===== src/msc_pkg.sv =====
// Constants, rate tables and mode codes shared by the modem sample clock logic
`default_nettype none
package msc_pkg;

    ////////////////////////////////////////////////////////////////////////////
    // Master clock and accumulator
    localparam longint unsigned CLK_HZ    = 250_000_000;
    localparam int              ACC_W     = 32;

    typedef logic [ACC_W-1:0] msc_inc_t;
    typedef msc_inc_t         msc_tab_t [8];
    typedef int unsigned      msc_hz_t  [8];

    ////////////////////////////////////////////////////////////////////////////
    // Operating mode field codes
    localparam logic [2:0] MODE_ASYNC       = 3'h0;
    localparam logic [2:0] MODE_ASYNC_TERMINAL_SYNC_INPUT = 3'h7;
    localparam logic [2:0] MODE_V32_TERMINAL_SYNC_INPUT   = 3'h4;
    localparam logic [2:0] MODE_V32_INT     = 3'h5;
    localparam logic [2:0] MODE_V32_LOOP    = 3'h6;
    localparam logic [2:0] MODE_RESET       = MODE_ASYNC;

    ////////////////////////////////////////////////////////////////////////////
    // Rate tables in Hz, indexed by the 3-bit (or zero-extended 2-bit) fields
    localparam msc_hz_t CONV_HZ = '{7200, 8000, 9600, 9600, 9600, 9600, 9600, 9600};
    localparam msc_hz_t BIT_HZ  = '{1200, 2400, 4800, 7200, 9600, 12000, 14400, 19200};
    localparam msc_hz_t SYM_HZ  = '{300, 600, 1200, 1600, 2400, 3000, 3200, 4800};
    localparam msc_hz_t SYNC_HZ = '{4800, 7200, 9600, 14400, 19200, 19200, 19200, 19200};
    localparam logic [2:0] BIT_SEL_FIXED = 3'h7;   // Bit rate exempt from 8/7 scaling

    // Phase increment per master clock, optionally scaled by 8/7
    function automatic msc_tab_t msc_tab(input msc_hz_t hz, input bit scaled);
        msc_tab_t        t;
        longint unsigned n;
        for (int i = 0; i < 8; i++)
        begin
            n    = ((longint'(hz[i]) << ACC_W) * (scaled ? 64'd8 : 64'd7)) / (64'd7 * CLK_HZ);
            t[i] = n[ACC_W-1:0];
        end
        return t;
    endfunction

    localparam msc_tab_t CONV_INC   = msc_tab(CONV_HZ, 1'b0);
    localparam msc_tab_t CONV_INC_X = msc_tab(CONV_HZ, 1'b1);
    localparam msc_tab_t BIT_INC    = msc_tab(BIT_HZ, 1'b0);
    localparam msc_tab_t BIT_INC_X  = msc_tab(BIT_HZ, 1'b1);
    localparam msc_tab_t SYM_INC    = msc_tab(SYM_HZ, 1'b0);
    localparam msc_tab_t SYM_INC_X  = msc_tab(SYM_HZ, 1'b1);
    localparam msc_tab_t SYNC_INC   = msc_tab(SYNC_HZ, 1'b0);
    localparam msc_tab_t SYNC_INC_X = msc_tab(SYNC_HZ, 1'b1);

    ////////////////////////////////////////////////////////////////////////////
    // Phase adjustment and timing
    localparam int             PH_W          = 9;
    localparam int             STEP_W        = 14;
    localparam logic [PH_W-1:0] PH_EXT_MAX   = 9'h0c0;   // +192
    localparam int             PH_UNIT_CYC   = 16;       // Master clocks per adjust unit
    localparam int             SOFT_RESET_NS = 100;
    localparam int             SOFT_RESET_CYC_I = (SOFT_RESET_NS * 250 + 999) / 1000;
    localparam logic [7:0]     SOFT_RESET_CYC = 8'(SOFT_RESET_CYC_I);
    localparam int             DPLL_DEAD_W   = 24;       // Error below 2**24 counts as locked

endpackage
`default_nettype wire


===== src/msc_nco.sv =====
// Phase accumulator that makes one strobe pulse and one square clock
`timescale 1ns/1ns
`default_nettype none
module msc_nco
    import msc_pkg::*;
(
    input  wire logic     i_clk,
    input  wire logic     i_resetn,
    input  wire logic     i_ce,
    input  wire logic     i_restart,
    input  wire logic     i_hold,
    input  wire logic     i_extra,
    input  wire msc_inc_t i_inc,
    output logic          o_pulse,
    output logic          o_level,
    output msc_inc_t      o_acc
);

    msc_inc_t         acc;
    logic             pulse;
    msc_inc_t         next_acc;
    logic             next_pulse;
    logic [ACC_W:0]   sum;

    ////////////////////////////////////////////////////////////////////////////
    // Hold retards by one cycle, extra advances by one; both keep the rate
    always_comb
    begin
        sum        = {1'b0, acc} + {1'b0, i_inc};
        if (i_extra)
            sum    = sum + {1'b0, i_inc};
        next_acc   = sum[ACC_W-1:0];
        next_pulse = sum[ACC_W];
        if (i_hold)
        begin
            next_acc   = acc;
            next_pulse = 1'b0;
        end
        if (i_restart)
        begin
            next_acc   = '0;
            next_pulse = 1'b1;     // Restart is itself a strobe so groups align
        end
    end

    always_ff @(posedge i_clk or negedge i_resetn)
    begin
        if (!i_resetn)
        begin
            acc   <= '0;
            pulse <= 1'b0;
        end
        else if (i_ce)
        begin
            acc   <= next_acc;
            pulse <= next_pulse;
        end
    end

    assign o_pulse = pulse;
    assign o_level = acc[ACC_W-1];
    assign o_acc   = acc;

endmodule
`default_nettype wire


===== src/msc_dpll.sv =====
// Digital phase-locked loop that steers the transmit group to the terminal sync
`timescale 1ns/1ns
`default_nettype none
module msc_dpll
    import msc_pkg::*;
(
    input  wire logic     i_clk,
    input  wire logic     i_resetn,
    input  wire logic     i_ce,
    input  wire logic     i_enable,
    input  wire logic     i_sync,
    input  wire msc_inc_t i_ref_acc,
    output logic          o_hold,
    output logic          o_extra,
    output logic          o_locked
);

    logic sync_d;
    logic hold;
    logic extra;
    logic locked;
    logic next_sync_d;
    logic next_hold;
    logic next_extra;
    logic next_locked;
    logic edge_seen;
    logic err_small;

    ////////////////////////////////////////////////////////////////////////////
    // On each sync rising edge, the local reference phase is the error.
    // One cycle of correction per edge keeps jitter low at the cost of slow pull-in.
    always_comb
    begin
        edge_seen   = i_sync && !sync_d;
        err_small   = (i_ref_acc < (ACC_W'(1) << DPLL_DEAD_W))
                   || (i_ref_acc > ~(ACC_W'(1) << DPLL_DEAD_W));
        next_sync_d = i_sync;
        next_hold   = 1'b0;
        next_extra  = 1'b0;
        next_locked = locked;
        if (!i_enable)
            next_locked = 1'b0;
        else if (edge_seen)
        begin
            next_locked = err_small;
            if (!err_small)
            begin
                next_hold  = !i_ref_acc[ACC_W-1];   // Reference early: wait
                next_extra = i_ref_acc[ACC_W-1];    // Reference late: catch up
            end
        end
    end

    always_ff @(posedge i_clk or negedge i_resetn)
    begin
        if (!i_resetn)
        begin
            sync_d <= 1'b0;
            hold   <= 1'b0;
            extra  <= 1'b0;
            locked <= 1'b0;
        end
        else if (i_ce)
        begin
            sync_d <= next_sync_d;
            hold   <= next_hold;
            extra  <= next_extra;
            locked <= next_locked;
        end
    end

    assign o_hold   = hold;
    assign o_extra  = extra;
    assign o_locked = locked;

endmodule
`default_nettype wire


===== src/msc_clock_modes.sv =====
// Operating-mode clock generation for the modem front end sample, bit and symbol clocks
//
// How it works
// - Extended terminal-sync mode runs like the terminal-sync mode with every clock except a 19,200 Hz bit clock at 8/7 rate.
// - Extended internal-sync mode scales every clock by 8/7 with the same limits and bit-rate option.
// - In extended modes a 19,200 Hz bit clock may be chosen and is not scaled by 8/7.
// - Async terminal-sync mode locks the transmit clocks to the sync input; receive uses its adjust only.
// - Plain async mode leaves the loop unused and adjusts transmit and receive independently.
// - The conversion strobe rate is 9.6, 8.0 or 7.2 kHz from the sample-rate field.
// - Mode codes are 000 async, 111 async sync, 100 terminal sync, 101 internal sync, 110 loopback.
// - Transmit bit and symbol rates come from the transmit fields, receive ones from the receive fields.
// - Any mix of bit, symbol and terminal-sync rates is accepted in async terminal-sync mode.
// - Receive adjust is control register 4 and transmit adjust is control register 5.
// - In loopback a receive phase change moves the transmit clocks by the same amount.
// - Bit and symbol clocks of each direction stay synchronous to that direction's strobe.
// - Entering a V.32 family mode from async or async terminal-sync mode performs a soft reset before locking; moves inside the family only realign.
`timescale 1ns/1ns
`default_nettype none
module msc_clock_modes
    import msc_pkg::*;
(
    input  wire logic            i_clk,
    input  wire logic            i_resetn,
    input  wire logic            i_ce,
    input  wire logic [2:0]      i_operating_mode_field,
    input  wire logic            i_extended_rate,
    input  wire logic [1:0]      i_sample_rate,
    input  wire logic [2:0]      i_tx_bit_rate,
    input  wire logic [2:0]      i_tx_symbol_rate,
    input  wire logic [2:0]      i_rx_bit_rate,
    input  wire logic [2:0]      i_rx_symbol_rate,
    input  wire logic [1:0]      i_sync_rate,
    input  wire logic [PH_W-1:0] i_receive_phase_adjust,
    input  wire logic            i_receive_phase_write,
    input  wire logic [PH_W-1:0] i_tx_phase_adjust,
    input  wire logic            i_tx_phase_write,
    input  wire logic            i_terminal_sync_input,
    output logic                 o_tx_conversion_strobe,
    output logic                 o_rx_conversion_strobe,
    output logic                 o_tx_bit_clock,
    output logic                 o_rx_bit_clock,
    output logic                 o_tx_symbol_clock,
    output logic                 o_rx_symbol_clock,
    output logic [2:0]           o_active_mode,
    output logic                 o_soft_reset,
    output logic                 o_dpll_active,
    output logic                 o_tx_locked
);

    ////////////////////////////////////////////////////////////////////////////
    // Channel map: 0..2 receive conv/bit/symbol, 3..5 transmit, 6 transmit sync reference
    localparam int NCH = 7;

    logic [2:0]        mode;
    logic              ext;
    logic [7:0]        rst_cnt;
    logic              restart;
    logic [2:0]        next_mode;
    logic              next_ext;
    logic [7:0]        next_rst_cnt;
    logic              next_restart;
    logic              mode_valid;
    logic              v32_new;
    logic              v32_old;

    logic [STEP_W-1:0] step     [2];
    logic [STEP_W-1:0] next_step[2];
    logic              adj_extra[2];
    logic              adj_hold [2];

    msc_inc_t          inc      [NCH];
    logic              ch_hold  [NCH];
    logic              ch_extra [NCH];
    logic              ch_pulse [NCH];
    logic              ch_level [NCH];
    msc_inc_t          ch_acc   [NCH];

    logic              dpll_en;
    logic              dpll_hold;
    logic              dpll_extra;
    logic              tx_hold;
    logic              tx_extra;
    logic              scaled;

    ////////////////////////////////////////////////////////////////////////////
    // Mode register; soft reset and realignment on V.32 family entry
    always_comb
    begin
        mode_valid   = 1'b0;
        case (i_operating_mode_field)
            MODE_ASYNC, MODE_ASYNC_TERMINAL_SYNC_INPUT, MODE_V32_TERMINAL_SYNC_INPUT, MODE_V32_INT, MODE_V32_LOOP:
                mode_valid = 1'b1;
            default:
                mode_valid = 1'b0;
        endcase
        next_mode    = mode_valid ? i_operating_mode_field : mode;
        next_ext     = i_extended_rate;
        v32_new      = next_mode[2] && (next_mode != MODE_ASYNC_TERMINAL_SYNC_INPUT);
        v32_old      = mode[2] && (mode != MODE_ASYNC_TERMINAL_SYNC_INPUT);
        next_rst_cnt = (rst_cnt != 8'h00) ? rst_cnt - 8'h01 : 8'h00;
        next_restart = 1'b0;
        if (next_mode != mode && v32_new)
        begin
            if (!v32_old)
                next_rst_cnt = SOFT_RESET_CYC;
            else
                next_restart = 1'b1;
        end
        // Clocks realign only once the soft reset has run out
        if (rst_cnt == 8'h01)
            next_restart = 1'b1;
    end

    always_ff @(posedge i_clk or negedge i_resetn)
    begin
        if (!i_resetn)
        begin
            mode    <= MODE_RESET;
            ext     <= 1'b0;
            rst_cnt <= 8'h00;
            restart <= 1'b0;
        end
        else if (i_ce)
        begin
            mode    <= next_mode;
            ext     <= next_ext;
            rst_cnt <= next_rst_cnt;
            restart <= next_restart;
        end
    end

    ////////////////////////////////////////////////////////////////////////////
    // Rate selection; 8/7 only in the V.32 sync modes with extended rate set
    always_comb
    begin
        scaled = ext && (mode == MODE_V32_TERMINAL_SYNC_INPUT || mode == MODE_V32_INT);
        inc[0] = scaled ? CONV_INC_X[{1'b0, i_sample_rate}] : CONV_INC[{1'b0, i_sample_rate}];
        inc[3] = inc[0];
        inc[1] = (scaled && i_rx_bit_rate != BIT_SEL_FIXED) ? BIT_INC_X[i_rx_bit_rate]
                                                           : BIT_INC[i_rx_bit_rate];
        inc[4] = (scaled && i_tx_bit_rate != BIT_SEL_FIXED) ? BIT_INC_X[i_tx_bit_rate]
                                                           : BIT_INC[i_tx_bit_rate];
        inc[2] = scaled ? SYM_INC_X[i_rx_symbol_rate] : SYM_INC[i_rx_symbol_rate];
        inc[5] = scaled ? SYM_INC_X[i_tx_symbol_rate] : SYM_INC[i_tx_symbol_rate];
        // Any sync rate may pair with any bit and symbol rate
        inc[6] = scaled ? SYNC_INC_X[{1'b0, i_sync_rate}] : SYNC_INC[{1'b0, i_sync_rate}];
    end

    ////////////////////////////////////////////////////////////////////////////
    // Phase adjust steppers: index 0 receive, 1 transmit.
    // Each unit becomes PH_UNIT_CYC held or advanced master cycles, so a
    // large jump takes a few thousand cycles rather than tearing the strobe.
    always_comb
    begin
        logic [PH_W-1:0] val;
        logic            wr;
        val = '0;
        wr  = 1'b0;
        for (int g = 0; g < 2; g++)
        begin
            val = (g == 0) ? i_receive_phase_adjust : i_tx_phase_adjust;
            wr  = (g == 0) ? i_receive_phase_write : i_tx_phase_write;
            if (ext && !val[PH_W-1] && val > PH_EXT_MAX)
                val = PH_EXT_MAX;
            next_step[g] = step[g];
            adj_extra[g] = 1'b0;
            adj_hold[g]  = 1'b0;
            if (wr)
                next_step[g] = STEP_W'($signed(val) * $signed(PH_UNIT_CYC));
            else if (!step[g][STEP_W-1] && step[g] != '0)
            begin
                adj_extra[g] = 1'b1;
                next_step[g] = step[g] - STEP_W'(1);
            end
            else if (step[g][STEP_W-1])
            begin
                adj_hold[g]  = 1'b1;
                next_step[g] = step[g] + STEP_W'(1);
            end
        end
    end

    always_ff @(posedge i_clk or negedge i_resetn)
    begin
        if (!i_resetn)
        begin
            step[0] <= '0;
            step[1] <= '0;
        end
        else if (i_ce)
        begin
            step[0] <= next_step[0];
            step[1] <= next_step[1];
        end
    end

    ////////////////////////////////////////////////////////////////////////////
    // Transmit steering per mode
    always_comb
    begin
        dpll_en  = (mode == MODE_ASYNC_TERMINAL_SYNC_INPUT) || (mode == MODE_V32_TERMINAL_SYNC_INPUT);
        tx_hold  = 1'b0;
        tx_extra = 1'b0;
        case (mode)
            MODE_ASYNC, MODE_V32_INT:
            begin
                tx_hold  = adj_hold[1];
                tx_extra = adj_extra[1];
            end
            MODE_ASYNC_TERMINAL_SYNC_INPUT, MODE_V32_TERMINAL_SYNC_INPUT:
            begin
                tx_hold  = dpll_hold;
                tx_extra = dpll_extra;
            end
            MODE_V32_LOOP:
            begin
                tx_hold  = adj_hold[0];
                tx_extra = adj_extra[0];
            end
            default:
            begin
                tx_hold  = 1'b0;
                tx_extra = 1'b0;
            end
        endcase
    end

    msc_dpll u_dpll
    (
        .i_clk     (i_clk),
        .i_resetn  (i_resetn),
        .i_ce      (i_ce),
        .i_enable  (dpll_en),
        .i_sync    (i_terminal_sync_input),
        .i_ref_acc (ch_acc[6]),
        .o_hold    (dpll_hold),
        .o_extra   (dpll_extra),
        .o_locked  (o_tx_locked)
    );

    ////////////////////////////////////////////////////////////////////////////
    // One accumulator per clock; all channels of a direction share restart
    // and steps, so bit and symbol clocks never drift from their strobe
    genvar c;
    generate
        for (c = 0; c < NCH; c++)
        begin : g_ch
            msc_nco u_nco
            (
                .i_clk     (i_clk),
                .i_resetn  (i_resetn),
                .i_ce      (i_ce),
                .i_restart (restart),
                .i_hold    (c < 3 ? adj_hold[0] : tx_hold),
                .i_extra   (c < 3 ? adj_extra[0] : tx_extra),
                .i_inc     (inc[c]),
                .o_pulse   (ch_pulse[c]),
                .o_level   (ch_level[c]),
                .o_acc     (ch_acc[c])
            );
        end
    endgenerate

    ////////////////////////////////////////////////////////////////////////////
    // Outputs; strobes and clocks all come straight from accumulator flops
    assign o_rx_conversion_strobe = ch_pulse[0];
    assign o_rx_bit_clock         = ch_level[1];
    assign o_rx_symbol_clock      = ch_level[2];
    assign o_tx_conversion_strobe = ch_pulse[3];
    assign o_tx_bit_clock         = ch_level[4];
    assign o_tx_symbol_clock      = ch_level[5];
    assign o_active_mode          = mode;
    assign o_soft_reset           = (rst_cnt != 8'h00);
    assign o_dpll_active          = dpll_en;

endmodule
`default_nettype wire


===== config.mk =====
export PLATFORM = sky130hd
export DESIGN_NAME = msc_clock_modes
export DESIGN_NICKNAME = d
export VERILOG_FILES = /design/src/msc_pkg.sv /design/src/msc_nco.sv /design/src/msc_dpll.sv /design/src/msc_clock_modes.sv
export SDC_FILE = /design/constraint.sdc
export NUM_CORES = 1
export LEC_CHECK = 0
export BUFFER_PORTS_ARGS = -buffer_cell sky130_fd_sc_hd__buf_2
export CORE_ASPECT_RATIO = 0.9
export CORE_UTILIZATION = 50
export CTS_CLUSTER_SIZE = 8
export DETAILED_ROUTE_END_ITERATION = 12
export PLACE_DENSITY = 0.7
export RECOVER_POWER = 50
export SETUP_SLACK_MARGIN = 0.5
export SLEW_MARGIN = 20
export SYNTH_ARGS = -nofsm -noshare
export SYNTH_HDL_FRONTEND = slang
export SYNTH_SLANG_ARGS = --single-unit

===== constraint.sdc =====
create_clock -name i_clk -period 8.1 [get_ports i_clk]
set_clock_uncertainty 0.05 [all_clocks]
set_input_delay 1.215 -clock i_clk [delete_from_list [all_inputs] [get_ports i_clk]]
set_output_delay 1.215 -clock i_clk [all_outputs]
set_load 0.01 [all_outputs]

==> impl_metrics.env <==
export IMPL_place_congestion=0.8888
export IMPL_htreeDepth=2
export IMPL_slew_headroom=-2.341
export IMPL_critical_path_class="in2reg"
export IMPL_grt_start_max_net_pins=86
export IMPL_antenna_found_initial=2
export IMPL_slowest_delay_ns=0.53
export IMPL_layout_common_cells="nand2_1 (431), a21oi_1 (367), o21ai_0 (358), nor2_1 (339), ha_1 (297)"
export IMPL_finalHoldViolCount=0
export IMPL_cp_num_cells=27
export IMPL_start_kind="input pin"
export IMPL_setup_tns_ns=0
export IMPL_reg2reg_depth=27
export IMPL_ioPinCount=56
export IMPL_synthFlopType="dfrtp_1"
export IMPL_final_setup_viol_count=0
export IMPL_crit_slowest_cell="a31oi_1"
export IMPL_critPathCaptureType="flop"
export IMPL_track_usage=0.2546
export IMPL_cts_root_buf="clkbuf_16"
export IMPL_p_sw_mw=5.640
export IMPL_irDropWorstVdd_uv=252.7
export IMPL_cts_tree="yes"
export IMPL_vias=28810
export IMPL_pwr_density_cell_nw_per_um2=360.9
export IMPL_fp_row_count=85
export IMPL_syn_area_sq_um=30410
export IMPL_critical_path_required_ns=8.51
export IMPL_synth_area_leaders="dfrtp_1 (22%), ha_1 (12%), a21oi_1 (6.0%)"
export IMPL_coreArea_sq_um=59980
export IMPL_maxCapViolCount=4
export IMPL_critical_path_buf_inv_count=4
export IMPL_seq_area_frac_synth=0.2230
export IMPL_synthArstFlopShare=1.000
export IMPL_cp_common_cell="ha_1"
export IMPL_cts_sinks=271
export IMPL_grt_pass1_wl_mm=132.5
export IMPL_outcome="complete, but fails checks"
export IMPL_area_delta_synth_final_pct=6.707
export IMPL_dp_slack_ns=0.5688
export IMPL_yosysTopAreaCell="dfrtp_1"
export IMPL_vias_per_cell=6.103
export IMPL_clockBufferDepth=3
export IMPL_r2r_end="g_ch[4].u_nco.o_acc[30]$_DFFE_PN0P_"
export IMPL_switching_share=0.4815
export IMPL_leakagePower_nw=14.20
export IMPL_ctsHoldBuffers=0
export IMPL_place_hpwl_mm=56.97
export IMPL_sequentialPowerShare=0.171
export IMPL_syn_nets=4310
export IMPL_p_int_mw=6.072
export IMPL_min_period_ns=7.034
export IMPL_nNetsFinal=4275
export IMPL_grt_remaining_overflow=0
export IMPL_utilization=0.5410
export IMPL_cp_data_arrival_time_ns=7.45
export IMPL_clkTransAtPathRegs_ns=0.05
export IMPL_ys_seq_elements=271
export IMPL_start_util=0.5070
export IMPL_post_drt_wl_per_cell_microns=16.78
export IMPL_violations="max-capacitance violations, max-slew violations"
export IMPL_fmax_mhz=142.2
export IMPL_endpoint="g_ch[4].u_nco.o_acc[30]$_DFFE_PN0P_"
export IMPL_fin_crit_sh=0.8684
export IMPL_startpoint="i_tx_bit_rate[0]"
export IMPL_post_cts_buffers=0
export IMPL_yosys_warnings=0
export IMPL_port_buffers=55
export IMPL_synthCells=3955
export IMPL_cts_resized=0
export IMPL_worstMarginPinSlew_ns=5.012
export IMPL_route_detailed_drc=0
export IMPL_die_y_microns=236.0
export IMPL_synth_distinct_cells=108
export IMPL_die_area_sq_um=61810
export IMPL_drive_gt1_frac=0.05489
export IMPL_path_delay_family="compound AO/OA/AOI/OAI gates"
export IMPL_combPwrFrac=0.691
export IMPL_routed_wl_mm=79.23
export IMPL_fp_dieW_microns=262.0
export IMPL_drt_initial_drc_count=1928
export IMPL_crit_path_max_fanout=7
export IMPL_numCtsBuffers=41
export IMPL_drv_slew=279
export IMPL_r2r_start="o_active_mode[2]$_DFFE_PN0P_"
export IMPL_final_common_cell="nand2_1"
export IMPL_whs_path_depth=2
export IMPL_synth_top_area_frac=0.2230
export IMPL_avgSynthCellArea_sq_um=7.689
export IMPL_firstDrtPassIters=5
export IMPL_timing_final_ws_setup_ns=1.066
export IMPL_insertion_delay_ns=0.58
export IMPL_ant_nets=0
export IMPL_synth_edff_count=0
export IMPL_r2r_setup_slack_ns=1.08
export IMPL_rsz0062_at_grt="false"
export IMPL_hold_path_class="reg2reg"
export IMPL_grt_pass1_vias=26740
export IMPL_p_clk_frac=0.138
## power by group through the flow
stage	logic, mW	registers (mW)	clock network (mW)
2_1_floorplan	6.60	1.90	0
3_3_place_gp	7.89	2.02	0
5_1_grt	9.12	2.06	1.70
4_1_cts	8.02	2.01	1.66
6_report	8.09	2.01	1.61
3_5_place_dp	7.97	2.02	0
## sequential cells by signal (all words and copies together), names as in the netlist
| register | flops |
|---|---|
| ext | 1 |
| o_active_mode | 3 |
| u_dpll.sync_d | 1 |
| rst_cnt | 8 |
| u_dpll.o_locked | 1 |
| restart | 1 |
| g_ch.u_nco.o_pulse | 2 |
| u_dpll.o_extra | 1 |
| step | 28 |
| u_dpll.o_hold | 1 |
| g_ch.u_nco.o_acc | 224 |
## stage by stage
stage / hold slack [ns] / std cells / cell area [sq um] / total power, mW
3_5_place_dp: 0.4274 / 4660 / 31320 / 9.992
6_report: 0.4323 / 4721 / 32450 / 11.71
4_1_cts: 0.4389 / 4718 / 32460 / 11.69
2_1_floorplan: 0.4051 / 3955 / 30410 / 8.499
5_1_grt: 0.4604 / 4719 / 32440 / 12.88
3_3_place_gp: 0.4210 / 4660 / 31320 / 9.907
## cell families after synthesis
family                   after synthesis  synth area share
multiplexers                          47           0.01864
adder cells (fa/ha/maj)              312            0.1317
AND/OR/NAND/NOR                     1332            0.2096
XOR/XNOR                             283           0.08176
buffers and inverters                305           0.03946
flip-flops                           271            0.2230
AO/OA/AOI/OAI                       1405            0.2958
## synth_stat cells, drive strengths merged (55+ instances only)
| cell type | n |
|---|---|
| nand2 | 433 |
| o21ai | 397 |
| a21oi | 369 |
| nor2 | 342 |
| ha | 297 |
| dfrtp | 271 |
| xnor2 | 183 |
| clkbuf | 145 |
| inv | 137 |
| a21o | 116 |
| nand3 | 110 |
| xor2 | 100 |
| nor3 | 74 |
| a211oi | 58 |
| and3 | 55 |
## metal layers
layer / up-vias / GRT usage / share of wire
li1: 14550 / - / -
met5: - / 0 / 0
met4: 0 / 0.06604 / 0.020
met2: 626 / 0.3926 / 0.43
met1: 13530 / 0.3726 / 0.50
met3: 103 / 0.03202 / 0.049
## area by class of cell
| type | instances | area (sq um) |
|---|---|---|
| Fill cell | 5709 | 27530 |
| Multi-Input combinational cell | 3379 | 22510 |
| Sequential cell | 271 | 6783 |
| Clock buffer | 54 | 1095 |
| Tap cell | 783 | 979.7 |
| Inverter | 139 | 521.8 |
| Timing Repair Buffer | 88 | 510.5 |
| Clock inverter | 4 | 42.54 |
| Antenna cell | 3 | 7.507 |
## worst register-to-register path: stages, from the launching register on
cell and delay (ns):
dfrtp_1 0.49, inv_1 0.11, nor3b_2 0.39, inv_2 0.35, nor2_1 0.20, buf_4 0.19
o21ai_0 0.21, ha_1 0.39, a21o_1 0.21, a211oi_1 0.39, nor3_1 0.17, o21bai_1 0.22
a21oi_1 0.11, o21a_1 0.20, o41ai_1 0.25, buf_4 0.18, mux2i_1 0.08, or2_2 0.30
ha_1 0.33, and3_1 0.19, and3_1 0.16, o211ai_1 0.10, a21boi_0 0.30, o2111ai_1 0.23
or3_1 0.45, o41ai_1 0.35, mux2i_1 0.23, nand2_1 0.07
## how the worst min path moves through the flow
stage,endpoint,slack (ns),from
2_1_floorplan,g_ch[3].u_nco.o_acc[10]$_DFFE_PN0P_,0.41,g_ch[3].u_nco.o_acc[10]$_DFFE_PN0P_
3_3_place_gp,g_ch[3].u_nco.o_acc[9]$_DFFE_PN0P_,0.42,g_ch[3].u_nco.o_acc[9]$_DFFE_PN0P_
3_5_place_dp,g_ch[0].u_nco.o_acc[5]$_DFFE_PN0P_,0.43,g_ch[0].u_nco.o_acc[5]$_DFFE_PN0P_
4_1_cts,g_ch[0].u_nco.o_acc[5]$_DFFE_PN0P_,0.44,g_ch[0].u_nco.o_acc[5]$_DFFE_PN0P_
5_1_grt,g_ch[3].u_nco.o_acc[3]$_DFFE_PN0P_,0.46,g_ch[3].u_nco.o_acc[3]$_DFFE_PN0P_
6_report,g_ch[0].u_nco.o_acc[5]$_DFFE_PN0P_,0.43,g_ch[0].u_nco.o_acc[5]$_DFFE_PN0P_
Note: power is estimated with default switching activity, not from simulation.
